==> config.mk <==
export PLATFORM = sky130hd
export DESIGN_NAME = emra_top
export DESIGN_NICKNAME = d
export VERILOG_FILES = /design/src/emra_pkg.sv /design/src/emra_top.sv
export SDC_FILE = /design/constraint.sdc
export NUM_CORES = 2
export LEC_CHECK = 0
export ABC_AREA = 1
export BUFFER_PORTS_ARGS = -buffer_cell sky130_fd_sc_hd__buf_4
export CAP_MARGIN = 20
export CORE_ASPECT_RATIO = 0.5
export CORE_UTILIZATION = 60
export DETAILED_ROUTE_END_ITERATION = 7
export PLACE_DENSITY = 0.85
export SLEW_MARGIN = 40
export SYNTH_ARGS = -nofsm -noshare
export SYNTH_HDL_FRONTEND = slang
export SYNTH_SLANG_ARGS = --single-unit
==> constraint.sdc <==
create_clock -name sys_clk_i -period 78.6 [get_ports sys_clk_i]
set_clock_uncertainty 0.05 [all_clocks]
set_input_delay 15.72 -clock sys_clk_i [delete_from_list [all_inputs] [get_ports sys_clk_i]]
set_output_delay 15.72 -clock sys_clk_i [all_outputs]
set_load 0.05 [all_outputs]
==> src/emra_pkg.sv <==
package emra_pkg;
    // ------------------------------------------------------------
    // register map (byte addresses)
    // ------------------------------------------------------------
    localparam int          AW         = 8;
    localparam logic [7:0]  A_CTRL     = 8'h00;
    localparam logic [7:0]  A_STAT     = 8'h04;
    localparam logic [7:0]  A_TURN     = 8'h08;
    localparam logic [7:0]  A_FRAC     = 8'h0c;
    localparam logic [7:0]  A_LIMIT    = 8'h10;
    localparam logic [7:0]  A_PCT      = 8'h14;
    localparam logic [7:0]  A_BIAS     = 8'h18;
    localparam logic [7:0]  A_POLES    = 8'h1c;
    localparam logic [7:0]  A_FMAX     = 8'h20;
    localparam logic [7:0]  A_RPM      = 8'h24;
    localparam logic [7:0]  A_OFFS     = 8'h28;
    localparam logic [7:0]  A_MECH     = 8'h2c;
    localparam logic [7:0]  A_ELEC     = 8'h30;
    localparam logic [7:0]  A_CCUR     = 8'h34;
    localparam logic [7:0]  A_FINJ     = 8'h38;
    // ------------------------------------------------------------
    // status bits
    // ------------------------------------------------------------
    localparam int          B_SEEN     = 0;
    localparam int          B_FAULT    = 1;
    localparam int          B_VALID    = 2;
    localparam int          B_ALIGN    = 3;
    // ------------------------------------------------------------
    // limits and reset values
    // ------------------------------------------------------------
    localparam logic [14:0] LIMIT_RST  = 15'h7fff;
    localparam logic signed [15:0] TURN_MAX = 16'sh7fff;
    localparam logic signed [15:0] TURN_MIN = -16'sh7fff;
    localparam logic signed [15:0] BIAS_LIM = 16'sh2710; // 10.000 %
    localparam logic signed [15:0] PCT_LIM  = 16'sh2710; // 100.00 %
    localparam logic [13:0] PCT_SCALE  = 14'h2710;
    localparam logic [11:0] DEG_FULL   = 12'he10;        // 360.0 deg
    localparam logic [9:0]  CCUR_MAX   = 10'h3e8;        // 100.0 %
    localparam logic [9:0]  CCUR_RST   = 10'h190;        // 40.0 %
    localparam logic [13:0] FINJ_MIN   = 14'h0bb8;       // 300.0 Hz
    localparam logic [13:0] FINJ_MAX   = 14'h2710;       // 1000.0 Hz
    localparam logic [13:0] FINJ_RST   = 14'h1770;       // 600.0 Hz
    localparam logic [7:0]  POLES_RST  = 8'h04;
    localparam logic [15:0] FMAX_RST   = 16'h0258;       // 60.0 Hz
    localparam logic [7:0]  RPM_NUM    = 8'h1b;          // 120*1.125/10/... 
    localparam int          REV_COUNTS = 32768;

    // ------------------------------------------------------------
    // control register layout
    // ------------------------------------------------------------
    typedef struct packed {
        logic calibrated;
        logic align_method;
        logic feedback_source_select;
        logic index_reset_enable;
    } emra_ctrl_t;

    localparam emra_ctrl_t CTRL_RST = '0;

    typedef enum logic [1:0] {
        EMRA_IDLE  = 2'b00,
        EMRA_ALIGN = 2'b01,
        EMRA_RUN   = 2'b11
    } emra_state_t;
endpackage

==> src/emra_top.sv <==
// Added by the designer: the address map and register access over Wishbone.
`timescale 1ns/10ps
// Notes on behaviour
// - index clears fraction and turns only if enabled and flag was clear
// - index edge sets the seen flag
// - only software clears seen flag; clearing re-arms index reset
// - position reported as percent of turn limit, limit default 32767
// - index angle offset held, 0 to 360.0 deg, default 0.0
// - mechanical and electrical angle read-only; electrical = pairs*mech
// - alignment until first index, then angle from offset
// - start while uncalibrated raises fault, no alignment
// - alignment method 0 pull, 1 injection, default 0
// - calibration current 0.0 to 100.0 %, default 40.0
// - injection frequency 300.0 to 1000.0 Hz, default 600.0
// - 32768 fraction counts make one revolution
module emra_top
#(
    parameter int unsigned ENC_LINES = 1024
) (
    // clock and reset
    input  wire logic                  sys_clk_i,
    input  wire logic                  resetn_i,
    // wishbone slave
    input  wire logic                  wb_cyc_i,
    input  wire logic                  wb_stb_i,
    input  wire logic                  wb_we_i,
    input  wire logic [emra_pkg::AW-1:0] wb_adr_i,
    input  wire logic [3:0]            wb_sel_i,
    input  wire logic [31:0]           wb_dat_i,
    output logic      [31:0]           wb_dat_o,
    output logic                       wb_ack_o,
    // encoder
    input  wire logic                  enc_a_i,
    input  wire logic                  enc_b_i,
    input  wire logic                  enc_z_i,
    // speed feedback, units 0.001 % of absolute max speed
    input  wire logic signed [17:0]    analog_speed_i,
    output logic signed [17:0]         speed_fb_o,
    // drive control
    input  wire logic                  start_i,
    output logic                       align_active_o,
    output logic                       align_method_o,
    output logic                       uncalibrated_fault_o,
    output logic [9:0]                 calib_current_o,
    output logic [13:0]                inj_freq_o,
    output logic [11:0]                rotor_elec_angle_o
);
    import emra_pkg::*;
    localparam logic [14:0] STEP = 15'(8192 / ENC_LINES);
    if (ENC_LINES == 0 || ENC_LINES > 8192 ||
        (ENC_LINES & (ENC_LINES - 1)) != 0) begin : g_chk
        $error("ENC_LINES must be a power of two up to 8192");
    end
    // ------------------------------------------------------------
    // helpers
    // ------------------------------------------------------------
    function automatic logic [15:0] merge16(input logic [15:0] old,
                                            input logic [31:0] d,
                                            input logic [3:0]  s);
        merge16 = {s[1] ? d[15:8] : old[15:8], s[0] ? d[7:0] : old[7:0]};
    endfunction
    function automatic logic [1:0] quad_pos(input logic [1:0] ab);
        quad_pos = {ab[1], ab[1] ^ ab[0]};
    endfunction
    // ------------------------------------------------------------
    // registers
    // ------------------------------------------------------------
    emra_ctrl_t         ctrl_q;
    emra_state_t        state_q;
    logic               seen_q, fault_q, valid_q;
    logic [14:0]        limit_q, frac_q;
    logic signed [15:0] turn_q, bias_q, pct_q;
    logic [7:0]         poles_q;
    logic [15:0]        fmax_q;
    logic [11:0]        offs_q, mech_q;
    logic [9:0]         ccur_q;
    logic [13:0]        finj_q;
    logic [1:0]         ab_q;
    logic               z_q;
    logic [31:0]        rdata;
    wire acc = wb_cyc_i && wb_stb_i && !wb_ack_o;
    wire wr  = acc && wb_we_i;
    wire [15:0] wv    = merge16(16'h0000, wb_dat_i, wb_sel_i);
    wire [15:0] lim_m = merge16({1'b0, limit_q}, wb_dat_i, wb_sel_i);
    wire wr_stat = wr && wb_adr_i == A_STAT && wb_sel_i[0];
    wire clr_seen  = wr_stat && !wb_dat_i[B_SEEN];
    wire clr_fault = wr_stat && !wb_dat_i[B_FAULT];
    // ------------------------------------------------------------
    // bus slave
    // ------------------------------------------------------------
    always_ff @(posedge sys_clk_i or negedge resetn_i) begin
        if (!resetn_i) begin
            wb_ack_o <= 1'b0;
            wb_dat_o <= 32'h0000_0000;
        end else begin
            wb_ack_o <= acc;
            if (acc && !wb_we_i) begin
                wb_dat_o <= rdata;
            end
        end
    end
    always_ff @(posedge sys_clk_i or negedge resetn_i) begin
        if (!resetn_i) begin
            ctrl_q  <= CTRL_RST;
            limit_q <= LIMIT_RST;
            bias_q  <= '0;
            poles_q <= POLES_RST;
            fmax_q  <= FMAX_RST;
            offs_q  <= '0;
            ccur_q  <= CCUR_RST;
            finj_q  <= FINJ_RST;
        end else if (wr) begin
            case (wb_adr_i)
                A_CTRL:  ctrl_q  <= wb_sel_i[0] ? emra_ctrl_t'(wb_dat_i[3:0])
                                    : ctrl_q;
                A_LIMIT: limit_q <= lim_m[14:0];
                // out-of-range values clamp to the limit
                A_BIAS:  bias_q  <= ($signed(wv) > BIAS_LIM) ? BIAS_LIM
                                    : ($signed(wv) < -BIAS_LIM) ? -BIAS_LIM
                                    : $signed(wv);
                A_POLES: poles_q <= wb_sel_i[0] ? wb_dat_i[7:0] : poles_q;
                A_FMAX: fmax_q <= merge16(fmax_q, wb_dat_i, wb_sel_i);
                A_OFFS: offs_q <= (wv[11:0] > DEG_FULL || wv[15:12] != 0)
                                  ? DEG_FULL : wv[11:0];
                A_CCUR: ccur_q <= (wv > 16'(CCUR_MAX))
                                  ? CCUR_MAX : wv[9:0];
                A_FINJ:  finj_q  <= (wv < 16'(FINJ_MIN)) ? FINJ_MIN
                                    : (wv > 16'(FINJ_MAX)) ? FINJ_MAX
                                    : wv[13:0];
                default: ;
            endcase
        end
    end
    // ------------------------------------------------------------
    // encoder position
    // ------------------------------------------------------------
    wire [1:0] qd   = quad_pos({enc_a_i, enc_b_i}) - quad_pos(ab_q);
    wire step_up    = qd == 2'b01;
    wire step_dn    = qd == 2'b11;
    wire idx_ev     = enc_z_i && !z_q;
    wire [15:0] up_sum = {1'b0, frac_q} + {1'b0, STEP};
    wire [15:0] dn_sum = {1'b0, frac_q} - {1'b0, STEP};
    wire idx_clr    = idx_ev && ctrl_q.index_reset_enable && !seen_q;
    always_ff @(posedge sys_clk_i or negedge resetn_i) begin
        if (!resetn_i) begin
            ab_q <= 2'b00;
            z_q  <= 1'b0;
        end else begin
            ab_q <= {enc_a_i, enc_b_i};
            z_q  <= enc_z_i;
        end
    end
    always_ff @(posedge sys_clk_i or negedge resetn_i) begin
        if (!resetn_i) begin
            frac_q <= '0;
            turn_q <= '0;
        end else if (idx_clr) begin
            frac_q <= '0;
            turn_q <= '0;
        end else if (step_up) begin
            frac_q <= up_sum[14:0];
            if (up_sum[15] && turn_q != TURN_MAX) begin
                turn_q <= turn_q + 16'sd1;
            end
        end else if (step_dn) begin
            frac_q <= dn_sum[14:0];
            if (dn_sum[15] && turn_q != TURN_MIN) begin
                turn_q <= turn_q - 16'sd1;
            end
        end
    end
    // set wins over a software clear in the same cycle
    always_ff @(posedge sys_clk_i or negedge resetn_i) begin
        if (!resetn_i) begin
            seen_q <= 1'b0;
        end else if (idx_ev) begin
            seen_q <= 1'b1;
        end else if (clr_seen) begin
            seen_q <= 1'b0;
        end
    end
    // ------------------------------------------------------------
    // alignment sequencing
    // ------------------------------------------------------------
    always_ff @(posedge sys_clk_i or negedge resetn_i) begin
        if (!resetn_i) begin
            valid_q <= 1'b0;
            state_q <= EMRA_IDLE;
        end else begin
            if (idx_ev) begin
                valid_q <= 1'b1;
            end
            case (state_q)
                EMRA_IDLE: begin
                    if (start_i && ctrl_q.calibrated) begin
                        state_q <= (valid_q || idx_ev)
                                   ? EMRA_RUN : EMRA_ALIGN;
                    end
                end
                EMRA_ALIGN: begin
                    if (idx_ev) begin
                        state_q <= EMRA_RUN;
                    end
                end
                EMRA_RUN: ;
                default: state_q <= EMRA_IDLE;
            endcase
        end
    end
    always_ff @(posedge sys_clk_i or negedge resetn_i) begin
        if (!resetn_i) begin
            fault_q <= 1'b0;
        end else if (start_i && !ctrl_q.calibrated) begin
            fault_q <= 1'b1;
        end else if (clr_fault) begin
            fault_q <= 1'b0;
        end
    end
    assign align_active_o       = state_q == EMRA_ALIGN;
    assign align_method_o       = ctrl_q.align_method;
    assign uncalibrated_fault_o = fault_q;
    assign calib_current_o      = ccur_q;
    assign inj_freq_o           = finj_q;
    // ------------------------------------------------------------
    // angles, 0.1 deg units
    // ------------------------------------------------------------
    wire [26:0] mech_p = 27'(frac_q) * 27'(DEG_FULL);
    wire [22:0] ef_p   = 23'(frac_q) * 23'(poles_q[7:1]);
    wire [26:0] elec_p = 27'(ef_p[14:0]) * 27'(DEG_FULL);
    // before the first index the offset means nothing, so it is left out
    wire [12:0] elec_s = {1'b0, elec_p[26:15]} +
                         (valid_q ? {1'b0, offs_q} : 13'h0000);
    wire [12:0] elec_w = (elec_s >= {1'b0, DEG_FULL})
                         ? elec_s - {1'b0, DEG_FULL} : elec_s;
    always_ff @(posedge sys_clk_i or negedge resetn_i) begin
        if (!resetn_i) begin
            mech_q             <= '0;
            rotor_elec_angle_o <= '0;
        end else begin
            mech_q             <= mech_p[26:15];
            rotor_elec_angle_o <= elec_w[11:0];
        end
    end
    // ------------------------------------------------------------
    // percent of turn limit and speed feedback
    // ------------------------------------------------------------
    wire signed [30:0] pos   = {turn_q, frac_q};
    wire signed [45:0] num   = 46'(pos) * $signed({32'h0, PCT_SCALE});
    wire signed [31:0] den   = $signed({2'b00, limit_q, 15'h0000});
    wire signed [45:0] quo   = (limit_q == '0) ? '0 : num / 46'(den);
    wire signed [18:0] sum   = 19'(analog_speed_i) + 19'(bias_q);
    wire signed [17:0] sum_s = (sum > 19'sh1ffff) ? 18'sh1ffff :
                               (sum < -19'sh20000) ? -18'sh20000 :
                               sum[17:0];
    wire [23:0] rpm_n = fmax_q * RPM_NUM;
    wire [15:0] rpm   = (poles_q == '0) ? '0
                        : 16'(rpm_n / {15'h0000, poles_q, 1'b0});
    always_ff @(posedge sys_clk_i or negedge resetn_i) begin
        if (!resetn_i) begin
            pct_q      <= '0;
            speed_fb_o <= '0;
        end else begin
            pct_q <= (quo > 46'(PCT_LIM)) ? PCT_LIM :
                     (quo < -46'(PCT_LIM)) ? -PCT_LIM : quo[15:0];
            speed_fb_o <= ctrl_q.feedback_source_select
                          ? sum_s : analog_speed_i;
        end
    end
    // ------------------------------------------------------------
    // read decode; unmapped reads return zero
    // ------------------------------------------------------------
    always_comb begin
        rdata = 32'h0000_0000;
        case (wb_adr_i)
            A_CTRL:  rdata[3:0]  = ctrl_q;
            A_STAT:  rdata[3:0]  = {align_active_o, valid_q,
                                    fault_q, seen_q};
            A_TURN:  rdata       = 32'(turn_q);
            A_FRAC:  rdata[14:0] = frac_q;
            A_LIMIT: rdata[14:0] = limit_q;
            A_PCT:   rdata       = 32'(pct_q);
            A_BIAS:  rdata       = 32'(bias_q);
            A_POLES: rdata[7:0]  = poles_q;
            A_FMAX:  rdata[15:0] = fmax_q;
            A_RPM:   rdata[15:0] = rpm;
            A_OFFS:  rdata[11:0] = offs_q;
            A_MECH:  rdata[11:0] = mech_q;
            A_ELEC:  rdata[11:0] = rotor_elec_angle_o;
            A_CCUR:  rdata[9:0]  = ccur_q;
            A_FINJ:  rdata[13:0] = finj_q;
            default: rdata       = 32'h0000_0000;
        endcase
    end
endmodule

# ---- Word level (Yosys, flattened, before mapping)
# Cells that the tools add are included.
dict set report totals {
  input_bits 71
  word_cells 165
  ff_bits 225
}
dict set report classes {
  mux 41
  bitwise 3
  eq_ne 23
  div 2
  reduce_logical 45
  addsub 8
  n_mul 5
  n_lt_le_gt_ge 11
}
# cell n
set ops {}
lappend ops {{16-bit 2-to-1 mux} 10}
lappend ops {{4-bit case mux with 15 select lines} 1}
lappend ops {{8-bit by 6-bit equality test with 1-bit output, second input constant} 7}
lappend ops {{18-bit 2-to-1 mux} 3}
lappend ops {{4-bit case mux with 13 select lines} 1}
lappend ops {{16-bit case mux with 3 select lines} 1}
lappend ops {{46-bit by 30-bit divider with 46-bit output} 1}
lappend ops {{46-bit by 15-bit > comparator with 1-bit output, second input constant} 1}
lappend ops {{46-bit by 15-bit less-than comparator with 1-bit output, second input constant} 1}
lappend ops {{15-bit by 8-bit multiplier with 23-bit output, second input constant} 2}
lappend ops {{46-bit 2-to-1 mux} 1}
lappend ops {{15-bit 2-to-1 mux} 3}
lappend ops {{31-bit by 11-bit multiplier with 42-bit output, second input constant} 1}
lappend ops {{12-bit 2-to-1 mux} 3}
lappend ops {{8-bit by 5-bit equality test with 1-bit output, second input constant} 4}
lappend ops {{16-bit != test, second input constant} 2}
lappend ops {{14-bit 2-to-1 mux} 2}
lappend ops {{21-bit by 9-bit divider with 24-bit output} 1}
lappend ops {{2-bit case mux with 12 select lines} 1}
lappend ops {{3-bit AND reduction} 8}
lappend ops {{2-bit case mux with 11 select lines} 1}
lappend ops {{16-bit by 5-bit multiplier with 21-bit output, second input constant} 1}
lappend ops {{18-bit by 16-bit adder with 19-bit output} 1}
lappend ops {{19-bit by 18-bit > comparator with 1-bit output, second input constant} 1}
lappend ops {{43 further kinds} 80}

# ---- Depth between registers and ports, before layout
dict set report depth {
  ltp_word 8
  mapped_depth 643
  depth_no_buf 599
}

# ---- Worst setup path after synthesis
# Ideal clock, no wire load.
dict set report synth_timing {
  path_type {reg2reg}
  from {reg frac_q[6]}
  to {reg pct_q[4]}
  required_time_ns 78.429
  path_stages_with_launch 619
  period_less_slack_ns 82.601
  arrival_time_ns 82.431
  path_slack_ns -4.001
  setup_time_ns 0.121
  path_cell_list {dfrtp_1 > clkbuf_1 > inv_1 > ha_1 > ha_1 > fa_1 > fa_1 > inv_1 > fa_1 > inv_1 > ha_1 > nand2_1 > nor2_2 > inv_1 > nor2_1 > nand2_1 > nand2_1 > nand2_1 > [... 583 more ...] > o21ai_0 > ha_1 > nand2_1 > nor2_1 > a211oi_1 > nor2_1 > a2111oi_0 > o41ai_1 > a31oi_1 > nand2_1 > nor2_1 > nand3_1 > nor2_1 > nand2_1 > nand2_2 > nand2_2 > nand2_4 > nand2_1}
}
dict set report synth_via {
  elab_chain_len 6
  word_cells_on_any_way 7
}
# item line
set synth_lines {}
lappend synth_lines {{start, declared} emra_top.sv:71} ;# logic [14:0] limit_q, frac_q;
lappend synth_lines {{start signal, assigned} emra_top.sv:161} ;# frac_q <= up_sum[14:0];
lappend synth_lines {{start signal, assigned} emra_top.sv:166} ;# frac_q <= dn_sum[14:0];
lappend synth_lines {{31-bit by 11-bit multiplier with 42-bit output (*)} emra_top.sv:248} ;# wire signed [45:0] num = 46'(pos) * $signed({32'h0, PCT_SCALE});
lappend synth_lines {{46-bit by 30-bit divider with 46-bit output (*)} emra_top.sv:250} ;# wire signed [45:0] quo = (limit_q == '0) ? '0 : num / 46'(den);
lappend synth_lines {{46-bit 2-to-1 mux (*)} emra_top.sv:250}
lappend synth_lines {{46-bit by 15-bit less-than comparator with 1-bit output} emra_top.sv:264} ;# (quo < -46'(PCT_LIM)) ? -PCT_LIM : quo[15:0];
lappend synth_lines {{16-bit 2-to-1 mux} emra_top.sv:264}
lappend synth_lines {{16-bit 2-to-1 mux (*)} emra_top.sv:263} ;# pct_q <= (quo > 46'(PCT_LIM)) ? PCT_LIM :
lappend synth_lines {{end signal, assigned} emra_top.sv:263}
lappend synth_lines {{end, declared} emra_top.sv:72} ;# logic signed [15:0] turn_q, bias_q, pct_q;
# Every way passes the cells marked *; elsewhere a longest branch is shown, timed or not.
# A chain may end at the register's enable or synchronous reset.

# ---- Worst setup path in the final report
dict set report layout_timing {
  from {reg turn_q[13]}
  to {reg pct_q[0]}
}
dict set report layout_via {
  elab_chain_len 6
  word_cells_on_any_way 7
}
# item line
set layout_lines {}
lappend layout_lines {{start, declared} emra_top.sv:72}
lappend layout_lines {{start signal, assigned} emra_top.sv:163} ;# turn_q <= turn_q + 16'sd1;
lappend layout_lines {{start signal, assigned} emra_top.sv:168} ;# turn_q <= turn_q - 16'sd1;
lappend layout_lines {{31-bit by 11-bit multiplier with 42-bit output (*)} emra_top.sv:248}
lappend layout_lines {{46-bit by 30-bit divider with 46-bit output (*)} emra_top.sv:250}
lappend layout_lines {{46-bit 2-to-1 mux (*)} emra_top.sv:250}
lappend layout_lines {{46-bit by 15-bit less-than comparator with 1-bit output} emra_top.sv:264}
lappend layout_lines {{16-bit 2-to-1 mux} emra_top.sv:264}
lappend layout_lines {{16-bit 2-to-1 mux (*)} emra_top.sv:263}
# Marked as above.

==> flow_metrics.py <==
metrics = {
    "outcome": {
        "status": "finished with violations",
        "violations": "design-rule violations",
    },
    "timing": {
        "post-route-min-period_ns": 76.56,
        "fin_crit_sh_pct": 97.4,
        "whs_ns": 0.430,
        "fmax_mhz": 13.1,
        "report.final.slew_viol_count": 0,
        "hold_viol_final": 0,
        "slew_headroom_pct": 22.5,
        "finalSetupViolCount": 0,
        "tightest_slew_ns": 1.15,
    },
    "global_routing": {
        "grt_pass1_wl_um": 275000,
        "grt_overflow": 0,
        "antenna_found_initial": 6,
        "gr-usage-all-layers_pct": 33.9,
        "grt_pass1_vias": 56000,
        "grt_max_degree": 75,
    },
    "synthesis": {
        "avgSynthCellArea_um2": 6.40,
        "ys_seq_area_share_pct": 9.04,
        "yosys_warnings": 0,
        "ys.flop_type": "dfrtp_1",
        "synth-seq-cells": 207,
        "synth_cell_type_count": 76,
        "synth_area_mm2": 0.0577,
        "synth_edf_count": 0,
        "syn_inst": 9017,
        "async_reset_ff_share_pct": 100,
    },
    "layout": {
        "drive_gt1_share_pct": 17.2,
        "num-fill-cells": 7472,
        "finalNetCount": 10700,
        "area_delta_synth_final_pct": 15.6,
    },
    "worst_setup_path": {
        "cp_top_family": "compound AO/OA/AOI/OAI gates",
        "crit_path_end_kind": "flop",
        "path_buf_inv": 112,
        "crit_type": "reg -> reg",
        "cpMostUsedCell": "inv_1",
        "path_max_fanout": 23,
        "cp-start-kind": "flop",
        "slowest_stage": "fa_1",
        "slowest_delay_ns": 0.57,
        "cp.required_ns": 78.95,
        "cp.arrival_ns": 76.90,
    },
    "die": {
        "die_y_um": 221,
        "row_count": 79,
        "io_pins": 161,
        "die_w_um": 441,
        "start_util_pct": 61.3,
        "core-area_mm2": 0.0941,
        "die_area_mm2": 0.0975,
    },
    "clocking": {
        "cts_buffers": 23,
        "cts.sinks": 207,
        "cts-root-buf": "clkbuf_16",
        "clockBufferDepth": 3,
        "clock_latency_ns": 0.56,
        "tritoncts": "built",
        "cts_htree_levels": 1,
        "cts.reportedPaths.clkPinSlew_ns": 0.07,
    },
    "drt": {
        "drc": 7,
        "avgViaCountPerCell": 5.80,
        "drtIter0Drc": 6114,
        "finalWirelength_um": 187000,
        "post_drt_wl_per_cell_um": 17.3,
        "vias": 62600,
        "dr.pass1.iters": 8,
        "drtAntennaViolNets": 0,
    },
    "flow_run": {
        "max-cap-violations": 0,
    },
    "placement": {
        "hpwlAfterDp_um": 140000,
        "place.gp.congestion": 1.05,
        "port_buffers": 142,
    },
    "worst_hold_path": {
        "min_path_type": "reg -> reg",
    },
}
cells in the final DEF, fill, tap and decap left out, types with 56 or more instances in the layout:
| cell type | count |
|---|---|
| a21o_1 | 72 |
| a21oi_1 | 392 |
| a21oi_2 | 97 |
| buf_4 | 573 |
| dfrtp_1 | 154 |
| fa_1 | 187 |
| ha_1 | 836 |
| inv_1 | 1519 |
| inv_2 | 77 |
| nand2_1 | 1999 |
| nand2_2 | 205 |
| nand3_1 | 458 |
| nand3_2 | 70 |
| nand4_1 | 164 |
| nor2_1 | 651 |
| nor2_2 | 75 |
| nor2_4 | 56 |
| nor3_1 | 87 |
| o21ai_0 | 458 |
| o21ai_2 | 59 |
| or2_2 | 83 |
| xnor2_1 | 190 |
| xor2_1 | 300 |
stage by stage:
stage / setup TNS, ns / setup WS [ns] / area [um^2] / utilization, % / instances
global placement: 0 / 0.0563 / 61600 / 65.5 / 10600
global route: -34.91 / -2.89 / 66700 / 70.9 / 10800
CTS: 0 / 0.00198 / 62700 / 66.6 / 10600
floorplan: 0 / 0.0107 / 58000 / - / 9046
finish: 0 / 2.04 / 66700 / 70.9 / 10800
detailed placement: -22.16 / -2.00 / 61600 / 65.5 / 10600
kinds of logic after synthesis:
| family | count (synthesis) | synth area share, % |
|---|---|---|
| and+or+nand+nor | 4003 | 30.9 |
| buffers and inverters | 1770 | 12.2 |
| AOI/OAI and AO/OA | 1463 | 14.5 |
| adders and majority gates | 1081 | 25.9 |
| xor gates and xnor gates | 491 | 7.45 |
| DFF | 207 | 9.04 |
| other | 2 | 0.0130 |
final timing paths:
kind                                        start                          endpoint  slack, ns  cells after the start
max in group asynchronous                resetn_i          speed_fb_o[16]$_DFF_PN0_      62.31                      2
hold / removal              ctrl_q[3]$_DFFE_PN0P_  uncalibrated_fault_o$_DFFE_PN0P_       0.43                      1
min in group asynchronous                resetn_i             frac_q[6]$_DFFE_PN0P_      15.08                      1
setup / recovery           turn_q[13]$_DFFE_PN0P_                pct_q[0]$_DFF_PN0_       2.04                    577
setup reg to reg           turn_q[13]$_DFFE_PN0P_                pct_q[0]$_DFF_PN0_       2.04                    577
hold reg to reg             ctrl_q[3]$_DFFE_PN0P_  uncalibrated_fault_o$_DFFE_PN0P_       0.43                      1
metal layers:
layer,up-vias,GRT usage [%],part of all wire [%],wire (um)
met5,-,0,0.017,32
met4,4,14.8,6.2,11500
met3,802,4.08,8.1,15200
met2,2843,57.4,45,84700
met1,28700,43.3,40,75000
li1,30300,-,-,-
synth_stat cells (23+ instances only):
cell type	instances	area (um^2)
xnor2_1	191	1670
nor2_4	23	259
inv_1	1564	5870
inv_2	44	165
o31ai_1	45	338
nand3_1	473	2370
o21bai_1	67	503
nand2_2	107	669
nand4_1	164	1030
ha_1	893	11200
o21ai_1	28	140
nor2_1	716	2690
dfrtp_1	177	4430
clkbuf_1	70	263
or2_2	87	544
fa_1	188	3760
dfstp_2	30	788
nor3_1	94	470
o21ai_0	522	2610
nor2_2	41	257
nand3_2	58	581
xor2_1	300	2630
a21o_1	72	541
o211ai_1	23	173
nand2_4	23	259
a221oi_1	28	245
a31oi_1	31	194
buf_4	35	263
nand2_1	2121	7960
nand3b_1	36	270
a21oi_1	500	2500
o22ai_1	52	325
cell type report:
cell class	instances	area [um^2]	share of cell area, %
multi-input combinational	7073	48200	72.3
inverter	1621	6160	9.23
sequential	207	5250	7.87
timing repair buffer	601	4680	7.02
tap	1255	1570	2.35
clock buffer	29	648	0.971
clock inverter	13	156	0.234
timing repair inverter	1	5.00	0.00750
antenna	1	2.50	0.00375
flip-flops by register name, indices dropped and copies added, names as in the netlist, 3 cells and up:
name	cells
rotor_elec_angle_o	12
frac_q	12
bias_q	16
pct_q	16
fmax_q	16
ctrl_q	3
calib_current_o	10
turn_q	16
inj_freq_o	14
speed_fb_o	18
mech_q	12
offs_q	12
limit_q	15
wb_dat_o	17
poles_q	8
timing repair:
action / in CTS / in global routing
endpoints found under the setup margin: 12 / 14
pin swaps: 7 / 299
hold buffers: 0 / 0
setup buffers: 10 / 192
gates resized for setup: 56 / 659
gates cloned: 1 / 4
worst register-to-register path, delay by kind of cell (launching register included):
kind | cells | cell delay (ns)
adders and majority gates | 37 | 11.95
and+or+nand+nor | 228 | 23.67
DFF | 1 | 0.47
buffers and inverters | 112 | 9.08
AOI/OAI and AO/OA | 200 | 31.22
Power is not shown: default switching activity piles up to over one toggle a cycle in this logic, so the estimate is an artifact.
